## src/verilog/irv_pkg.sv

```systemverilog
// Package of constants and carrier types for the interrupt request and vectoring block.
package irv_pkg;
  // ---------------------------------------------------------------
  // Sizes and fixed values
  // ---------------------------------------------------------------
  localparam int          NUM_SRC       = 8;
  localparam int          SRC_W         = 3;
  localparam int          VEC_W         = 8;
  localparam int          ADDR_W        = 28;
  localparam int          VEC_SLOT_BYTES = 4;
  localparam logic [7:0]  SWI_ISP_LIMIT = 8'h7F;
  localparam logic [27:0] BRK_CHECK_ADDR = 28'hFFF_FFE7;
  localparam logic [7:0]  BRK_ERASED    = 8'hFF;
  localparam logic [7:0]  BRK_FIXED_VEC = 8'h00;
  localparam logic [7:0]  PERIPH_VEC_BASE = 8'h10;
  localparam logic [7:0]  WDT_VEC       = 8'h08;
  localparam logic [27:0] FIXED_BRK_SLOT = 28'hFFF_FFE4;

  typedef enum logic [4:0] {
    IRV_IDLE  = 5'b0_0001,
    IRV_CHECK = 5'b0_0010,
    IRV_FETCH = 5'b0_0100,
    IRV_JUMP  = 5'b0_1000,
    IRV_RUN   = 5'b1_0000
  } irv_state_t;

  typedef struct packed {
    logic              valid;
    logic [VEC_W-1:0]  vecNum;
    logic              isSoft;
  } irv_req_t;

  typedef struct packed {
    logic              valid;
    logic [ADDR_W-1:0] addr;
  } irv_fetch_t;
endpackage : irv_pkg

```

## src/verilog/irv_pending.sv

```systemverilog
// Per-source request-pending flags with priority pick.
`timescale 1ns/10ps
`default_nettype none
module irv_pending (
  input  wire logic                         clk,
  input  wire logic                         arst_n,
  input  wire logic                         clkEn,
  input  wire logic [irv_pkg::NUM_SRC-1:0]  srcReq,
  input  wire logic [irv_pkg::NUM_SRC-1:0]  swClr,
  input  wire logic [irv_pkg::NUM_SRC-1:0]  ackClr,
  output logic      [irv_pkg::NUM_SRC-1:0]  pending,
  output logic                              anyPending,
  output logic      [irv_pkg::SRC_W-1:0]    topSrc
);
  import irv_pkg::*;

  typedef struct packed {
    logic [NUM_SRC-1:0] flag;
  } irv_pend_st_t;

  irv_pend_st_t st;
  irv_pend_st_t next_st;

  // A new request wins over either clear in the same cycle.
  always_comb begin
    next_st.flag = (st.flag & ~swClr & ~ackClr) | srcReq;
  end

  always_ff @(posedge clk or negedge arst_n) begin
    if (!arst_n) begin
      st <= '0;
    end else if (clkEn) begin
      st <= next_st;
    end
  end

  assign pending    = st.flag;
  assign anyPending = |st.flag;

  always_comb begin
    topSrc = '0;
    for (int i = NUM_SRC - 1; i >= 0; i--) begin
      if (st.flag[i]) begin
        topSrc = SRC_W'(i);
      end
    end
  end

  a_pend_hold : assert property (@(posedge clk) disable iff (!arst_n)
    clkEn && st.flag[0] && !swClr[0] && !ackClr[0] |=> st.flag[0])
    else $error("pending flag dropped without clear");
  a_pend_clear : assert property (@(posedge clk) disable iff (!arst_n)
    clkEn && |(ackClr & ~srcReq) |=> (st.flag & $past(ackClr & ~srcReq)) == '0)
    else $error("pending flag not cleared on accept");
endmodule : irv_pending
`default_nettype wire

```

## src/verilog/irv_core.sv

```systemverilog
// Interrupt request latching, stack select and vector fetch sequencer.
// Contract
// - Software interrupts 0-127 save stack-select flag then clear it, using interrupt stack.
// - Return from handler restores stack-select flag to the saved value.
// - Software interrupts 128-255 leave the active stack pointer unchanged.
// - Each vector occupies a 4-byte slot holding the handler start address.
// - On accept, fetch the slot's address and continue execution there.
// - Break with all-ones check byte vectors through software interrupt 0 slot.
// - Pending flag sets on request and holds until accepted or cleared by software (swClr).
// - Pending flag clears when the request is accepted and the jump occurs.
// - Watchdog underflow gives interrupt or reset; reset choice is sticky until reset.
`timescale 1ns/10ps
`default_nettype none
module irv_core (
  input  wire logic                         clk,
  input  wire logic                         arst_n,
  input  wire logic                         clkEn,
  input  wire logic [irv_pkg::NUM_SRC-2:0]  periphReq,
  input  wire logic [irv_pkg::NUM_SRC-1:0]  swClr,
  input  wire logic                         wdtUnderflow,
  input  wire logic                         wdtActionWr,
  input  wire logic                         wdtActionData,
  input  wire irv_pkg::irv_req_t            softReq,
  input  wire logic                         breakTrap,
  input  wire logic                         cpuAccept,
  input  wire logic                         cpuReti,
  input  wire logic                         stackSelIn,
  input  wire logic [irv_pkg::ADDR_W-1:0]   vecTableBase,
  input  wire logic                         memValid,
  input  wire logic [31:0]                  memData,
  output irv_pkg::irv_fetch_t               memReq,
  output logic                              intLine,
  output logic [irv_pkg::VEC_W-1:0]         intVec,
  output logic                              stackSel,
  output logic                              jumpValid,
  output logic [irv_pkg::ADDR_W-1:0]        jumpAddr,
  output logic                              wdtResetReq,
  output logic                              wdtActionSel,
  output logic [irv_pkg::NUM_SRC-1:0]       pendingOut
);
  import irv_pkg::*;

  // ---------------------------------------------------------------
  // State
  // ---------------------------------------------------------------
  typedef struct packed {
    irv_state_t          fsm;
    logic                uFlag;
    logic                uSaved;
    logic                stkChanged;
    logic                wdtSel;
    logic                wdtRst;
    logic [VEC_W-1:0]    vec;
    logic                fromSoft;
    logic [SRC_W-1:0]    src;
    logic                lineOut;
    logic [VEC_W-1:0]    vecOut;
    irv_fetch_t          mem;
    logic                jmp;
    logic [ADDR_W-1:0]   jAddr;
    logic [NUM_SRC-1:0]  pendOut;
  } irv_core_st_t;

  irv_core_st_t st;
  irv_core_st_t next_st;

  logic [NUM_SRC-1:0] srcReq;
  logic [NUM_SRC-1:0] ackClr;
  logic [NUM_SRC-1:0] pending;
  logic               anyPending;
  logic [SRC_W-1:0]   topSrc;

  function automatic logic [ADDR_W-1:0] slotAddr(input logic [ADDR_W-1:0] base,
                                                 input logic [VEC_W-1:0] v);
    slotAddr = base + ADDR_W'({v, 2'b00});
  endfunction : slotAddr

  function automatic logic [VEC_W-1:0] srcVec(input logic [SRC_W-1:0] s);
    srcVec = (s == '0) ? WDT_VEC : PERIPH_VEC_BASE + VEC_W'(s);
  endfunction : srcVec

  // Source 0 is the watchdog; it only requests when the interrupt action is chosen.
  assign srcReq = {periphReq, wdtUnderflow & ~st.wdtSel};

  irv_pending u_pending (
    .clk        (clk),
    .arst_n     (arst_n),
    .clkEn      (clkEn),
    .srcReq     (srcReq),
    .swClr      (swClr),
    .ackClr     (ackClr),
    .pending    (pending),
    .anyPending (anyPending),
    .topSrc     (topSrc)
  );

  // Clear is driven in the cycle that the jump is issued; the flag drops at the next edge.
  always_comb begin
    ackClr = '0;
    if (st.fsm == IRV_JUMP && !st.fromSoft) begin
      ackClr[st.src] = 1'b1;
    end
  end

  // ---------------------------------------------------------------
  // Sequencer
  // ---------------------------------------------------------------
  always_comb begin
    next_st         = st;
    next_st.jmp     = 1'b0;
    next_st.wdtRst  = 1'b0;
    next_st.pendOut = pending;
    next_st.lineOut = anyPending && st.fsm == IRV_IDLE;
    next_st.vecOut  = srcVec(topSrc);
    // While a handler owns the interrupt stack, the flag is held until its return.
    if ((st.fsm == IRV_IDLE || st.fsm == IRV_RUN) && !st.stkChanged) begin
      next_st.uFlag = stackSelIn;
    end
    // Once set, the reset choice can only be cleared by reset.
    if (wdtActionWr && wdtActionData) begin
      next_st.wdtSel = 1'b1;
    end
    if (wdtUnderflow && st.wdtSel) begin
      next_st.wdtRst = 1'b1;
    end
    case (st.fsm)
      IRV_IDLE, IRV_RUN: begin
        if (cpuReti && st.stkChanged) begin
          next_st.uFlag      = st.uSaved;
          next_st.stkChanged = 1'b0;
        end else if (breakTrap) begin
          next_st.fromSoft  = 1'b1;
          next_st.vec       = BRK_FIXED_VEC;
          next_st.mem.valid = 1'b1;
          next_st.mem.addr  = BRK_CHECK_ADDR;
          next_st.fsm       = IRV_CHECK;
        end else if (softReq.valid) begin
          next_st.fromSoft = 1'b1;
          next_st.vec      = softReq.vecNum;
          if (softReq.vecNum <= SWI_ISP_LIMIT) begin
            next_st.uSaved     = stackSelIn;
            next_st.uFlag      = 1'b0;
            next_st.stkChanged = 1'b1;
          end
          next_st.mem.valid = 1'b1;
          next_st.mem.addr  = slotAddr(vecTableBase, softReq.vecNum);
          next_st.fsm       = IRV_FETCH;
        end else if (cpuAccept && anyPending && st.fsm == IRV_IDLE) begin
          next_st.fromSoft   = 1'b0;
          next_st.src        = topSrc;
          next_st.vec        = srcVec(topSrc);
          next_st.uSaved     = stackSelIn;
          next_st.uFlag      = 1'b0;
          next_st.stkChanged = 1'b1;
          next_st.mem.valid  = 1'b1;
          next_st.mem.addr   = slotAddr(vecTableBase, srcVec(topSrc));
          next_st.fsm        = IRV_FETCH;
        end
      end
      IRV_CHECK: begin
        if (memValid) begin
          // Erased check byte selects the relocatable table entry.
          next_st.mem.addr = (memData[7:0] == BRK_ERASED) ?
                             slotAddr(vecTableBase, BRK_FIXED_VEC) : FIXED_BRK_SLOT;
          next_st.uSaved     = st.uFlag;
          next_st.uFlag      = 1'b0;
          next_st.stkChanged = 1'b1;
          next_st.fsm        = IRV_FETCH;
        end
      end
      IRV_FETCH: begin
        if (memValid) begin
          next_st.mem.valid = 1'b0;
          next_st.jAddr     = memData[ADDR_W-1:0];
          next_st.jmp       = 1'b1;
          next_st.fsm       = IRV_JUMP;
        end
      end
      IRV_JUMP: begin
        next_st.fsm = IRV_RUN;
      end
      default: begin
        next_st.fsm = IRV_IDLE;
      end
    endcase
    // A request taken in the run cycle keeps the state that it chose.
    if (st.fsm == IRV_RUN && next_st.fsm == IRV_RUN) begin
      next_st.fsm = IRV_IDLE;
    end
  end

  always_ff @(posedge clk or negedge arst_n) begin
    if (!arst_n) begin
      st     <= '0;
      st.fsm <= IRV_IDLE;
    end else if (clkEn) begin
      st <= next_st;
    end
  end

  assign memReq       = st.mem;
  assign intLine      = st.lineOut;
  assign intVec       = st.vecOut;
  assign stackSel     = st.uFlag;
  assign jumpValid    = st.jmp;
  assign jumpAddr     = st.jAddr;
  assign wdtResetReq  = st.wdtRst;
  assign wdtActionSel = st.wdtSel;
  assign pendingOut   = st.pendOut;

  // ---------------------------------------------------------------
  // Checks
  // ---------------------------------------------------------------
  a_low_swi_isp : assert property (@(posedge clk) disable iff (!arst_n)
    clkEn && st.fsm == IRV_IDLE && !cpuReti && !breakTrap && softReq.valid
    && softReq.vecNum <= SWI_ISP_LIMIT |=> !st.uFlag && st.uSaved == $past(stackSelIn))
    else $error("low soft interrupt did not select interrupt stack");
  a_high_swi_keep : assert property (@(posedge clk) disable iff (!arst_n)
    clkEn && st.fsm == IRV_IDLE && !cpuReti && !breakTrap && softReq.valid
    && softReq.vecNum > SWI_ISP_LIMIT && !st.stkChanged |=> st.uFlag == $past(stackSelIn))
    else $error("high soft interrupt changed stack");
  a_reti_restore : assert property (@(posedge clk) disable iff (!arst_n)
    clkEn && cpuReti && st.stkChanged && (st.fsm == IRV_IDLE || st.fsm == IRV_RUN)
    |=> st.uFlag == $past(st.uSaved))
    else $error("stack flag not restored on return");
  a_slot_addr : assert property (@(posedge clk) disable iff (!arst_n)
    clkEn && st.fsm == IRV_IDLE && !cpuReti && !breakTrap && softReq.valid
    |=> st.mem.addr == $past(vecTableBase) + ADDR_W'({$past(softReq.vecNum), 2'b00}))
    else $error("vector slot address wrong");
  a_fetch_jump : assert property (@(posedge clk) disable iff (!arst_n)
    clkEn && st.fsm == IRV_FETCH && memValid
    |=> st.jmp && st.jAddr == $past(memData[ADDR_W-1:0]))
    else $error("jump not taken to fetched address");
  a_brk_erased : assert property (@(posedge clk) disable iff (!arst_n)
    clkEn && st.fsm == IRV_CHECK && memValid && memData[7:0] == BRK_ERASED
    |=> st.mem.addr == $past(vecTableBase))
    else $error("break did not use soft interrupt 0 slot");
  a_wdt_sticky : assert property (@(posedge clk) disable iff (!arst_n)
    st.wdtSel |=> st.wdtSel)
    else $error("watchdog reset choice cleared");
  a_wdt_reset : assert property (@(posedge clk) disable iff (!arst_n)
    clkEn && wdtUnderflow && st.wdtSel |-> !srcReq[0] ##1 wdtResetReq)
    else $error("watchdog underflow did not request reset");
  a_line_vec : assert property (@(posedge clk) disable iff (!arst_n)
    clkEn && anyPending && st.fsm == IRV_IDLE |=> intLine && intVec == srcVec($past(topSrc)))
    else $error("request line or vector wrong");
endmodule : irv_core
`default_nettype wire

```

## config.mk

```make
export PLATFORM = sky130hd
export DESIGN_NAME = irv_core
export DESIGN_NICKNAME = d
export VERILOG_FILES = /design/src/verilog/irv_pkg.sv /design/src/verilog/irv_pending.sv /design/src/verilog/irv_core.sv
export SDC_FILE = /design/constraint.sdc
export NUM_CORES = 1
export LEC_CHECK = 0
export BUFFER_PORTS_ARGS = -buffer_cell sky130_fd_sc_hd__clkbuf_2
export CAP_MARGIN = 10
export CORE_ASPECT_RATIO = 1.25
export CORE_MARGIN = 8
export CORE_UTILIZATION = 53
export DETAILED_ROUTE_END_ITERATION = 6
export PLACE_DENSITY = 0.78
export REMOVE_ABC_BUFFERS = 1
export SLEW_MARGIN = 20
export SYNTH_ARGS = -nofsm -noshare
export SYNTH_HDL_FRONTEND = slang
export SYNTH_SLANG_ARGS = --single-unit
```

## constraint.sdc

```tcl
create_clock -name clk -period 3.7 [get_ports clk]
set_input_delay 0 -clock clk [delete_from_list [all_inputs] [get_ports clk]]
set_output_delay 0 -clock clk [all_outputs]
set_load 0.1 [all_outputs]
```

==> impl_metrics.yaml <==
power:
  ir_drop_uv: 1100
  power.total_mw: 6.82
  cellLeakagePower_nw: 3.28
  power.density_nw_per_um2: 969
timing:
  final.setup.tns_ns: 0
  fin_crit_sh_pct: 93.0
  finalMaxSlewViolations: 0
  setup_viol: 0
  rsz0062_at_grt: "no"
  max_slew_margin_pct: 35.3
  hold_viol_final: 0
  fin_worst_skew_ns: 0.0106
  fmax_mhz: 291
  tightest_slew_ns: 0.970
  period_needed_ns: 3.44
worst_setup_path:
  required_ns: 3.94
  crit_path_frequent_cell: "nor2_1"
  end_kind: "register"
  slowest_delay_ns: 0.66
  worstPathCellList: "or4_1 > nor2_1 > nor2_1 > a31oi_1 > ha_1 > a21oi_1 > o211ai_1 > o211a_1 > or3_1 > a31o_2"
  worstPathMaxFanout: 5
  crit_slowest_cell: "or4_1"
  crit_buf_inv: 0
  cp.arrival_ns: 3.68
  cp-start-kind: "register"
  critical-path-top-delay-family: "simple AND/OR/NAND/NOR gates"
  crit_type: "reg2reg"
yosys:
  syn_inst: 612
  yosysWarnings: 0
  yosys.cell_types.count: 67
  async_flop_share_pct: 100
  synth_edf_count: 0
  synth_flop_cell: "dfrtp_1"
  syn_avg_cell_area_um2: 9.57
  yosysSeqAreaShare_pct: 40.2
  ys_ff_latch: 94
  syn_area_um2: 5860
layout:
  finalNetCount: 849
  postLayoutCellArea_um2: 7040
  drive_gt1_share_pct: 34.3
  num_antenna_cells: 0
  finalNonFillerCells: 884
  syn_to_final_growth_pct: 20.2
  fillers: 927
outcome:
  status: "finished, final reports clean"
global_routing:
  antenna_found_initial: 0
  grt-busiest-layer: "met2"
  grt_pass1_vias: 5527
  grtUsageTotal_pct: 23.0
  grt_max_degree: 51
  grt.met1_usage_pct: 25.8
  met2_usage_pct: 40.0
  grt_use_met3_pct: 5.61
  grt_pass1_wl_um: 27100
  grt_overflow: 0
route:
  wire_per_inst_um: 19.1
  via_per_inst: 5.96
  drcViolationCount: 0
  dr.pass1.iters: 5
  ant_nets: 0
  drt-total-wl_um: 16900
  drtIter0Drc: 305
  via_count: 5267
clocking:
  cts.reportedPaths.clkPinSlew_ns: 0.07
  cts_sinks: 94
  clock_path_buffers: 2
  numCtsBuffers: 9
  cts_tree: "done"
  clockRootBuffer: "clkbuf_16"
  cts_max_level: 3
  clock_latency_ns: 0.34
die:
  design.die.area_um2: 14700
  rows: 43
  fp.dieH_um: 134
  io_pins: 174
  die_x_um: 110
  floorplan.initialDensity_pct: 53.6
  core_um2: 10900
hold_path:
  min-delay-path-class: "in2reg"
placement:
  dpl.hpwl_um: 12000
  port-buffer-count: 165
  gp_congestion: 0.889
  place_inst: 821
  place_area_um2: 6250
job:
  max_cap_violations: 0
## tightest hold or removal path, stage by stage
cell	delay [ns]
clkbuf_2	0.07
o21ai_0	0.07
a22o_1	0.17
## cell usage after synthesis (4+ instances only)
cell type	count	area share, %
nor3_1	22	1.9
nor2b_1	5	0.53
nand4_1	8	0.85
nor2_1	30	1.9
inv_1	18	1.2
o22ai_1	8	0.85
o21ai_0	50	4.3
o21ai_1	11	0.94
o211ai_1	7	0.90
and2_1	6	0.64
or4_1	5	0.64
and3_1	8	0.85
buf_4	73	9.4
xnor2_1	4	0.60
ha_1	8	1.7
or3_1	4	0.43
nor4_1	9	0.96
nand3_1	11	0.94
buf_2	4	0.34
mux2_2	46	8.8
a221oi_2	5	1.3
a21o_1	6	0.77
dfrtp_1	93	40
clkbuf_1	23	1.5
a22o_1	7	1.0
o21bai_1	5	0.64
o31ai_1	19	2.4
a21oi_1	25	2.1
nand2_1	29	1.9
## registers in the layout, indices dropped and copies added, names as in the netlist
register / cells
memReq: 29
jumpAddr: 28
st: 11
pendingOut: 8
u_pending.pending: 8
intVec: 5
intLine: 1
jumpValid: 1
stackSel: 1
wdtActionSel: 1
wdtResetReq: 1
## kinds of logic after synthesis
group           after synthesis  share of synthesized area, %
compound gates              177                          20.5
simple gates                155                          14.0
buf+inv                     122                          13.2
flops                        94                          40.2
mux                          48                          9.18
fa+ha+maj                     9                          2.05
xor+xnor                      6                         0.897
other cells                   1                        0.0640
## power by group
part           switching (mW)  total (mW)  internal [mW]
Clock                   0.438       0.981          0.543
Sequential              0.261        1.68           1.42
Combinational            3.39        4.16          0.770
Total                    4.09        6.82           2.74
## final timing paths
check	depth (start not counted)	from	end	slack (ns)
setup / recovery	10	u_pending.pending[3]$_DFFE_PN0P_	memReq[21]$_DFFE_PN0P_	0.26
hold / removal	3	swClr[5]	u_pending.pending[5]$_DFFE_PN0P_	0.01
setup reg to reg	10	u_pending.pending[3]$_DFFE_PN0P_	memReq[21]$_DFFE_PN0P_	0.26
hold reg to reg	1	memReq[28]$_DFFE_PN0P_	memReq[28]$_DFFE_PN0P_	0.48
max in group asynchronous	3	arst_n	st[78]$_DFFE_PN0P_	2.44
min in group asynchronous	2	arst_n	memReq[26]$_DFFE_PN0P_	0.23
## timing repair
| action | in CTS | in global routing |
|---|---|---|
| endpoints found under the setup margin | 0 | 1 |
| hold endpoints to repair | 93 | 0 |
| resized for setup | 0 | 1 |
| setup buffers | 0 | 0 |
| hold buffers | 47 | 0 |
## layout make-up
type                            instances  area, um^2  area share (%)
Tap cell                              135         169            2.40
Timing Repair Buffer                  223        1380            19.6
Clock buffer                            9         225            3.20
Inverter                               18        67.6           0.959
Clock inverter                          7        87.6            1.24
Multi-Input combinational cell        398        2760            39.2
Sequential cell                        94        2350            33.4
## layer usage
layer | up-vias | wire length [um]
met5 | - | 0
met4 | 0 | 505
met3 | 44 | 1500
met2 | 251 | 8850
met1 | 2525 | 6050
li1 | 2447 | -
## cell usage in the layout (no fill, tap or decap), drive strengths merged, types with 10 or more instances in the layout
cell type and count:
nor3 22, buf 12, clkbuf 173, a21oi 25, mux2 46, dlygate4sd3 47, nand3 11, nand2 29
nor2 30, dfrtp 93, o31ai 19, o21ai 61, nor4 10, inv 23
## metrics by stage
| step | utilization (%) | worst slack (ns) | hold WS (ns) |
|---|---|---|---|
| 6_report | 64.5 | 0.259 | 0.0107 |
| 5_1_grt | 64.5 | 0.0463 | 0.00683 |
| 3_3_place_gp | 57.3 | 0.457 | 0.0497 |
| 3_5_place_dp | 57.3 | 0.343 | 0.0648 |
| 4_1_cts | 64.4 | 0.161 | 0.00342 |
| 2_1_floorplan | - | 0.576 | -0.296 |
No activity file was read; power rests on OpenSTA's default activity.
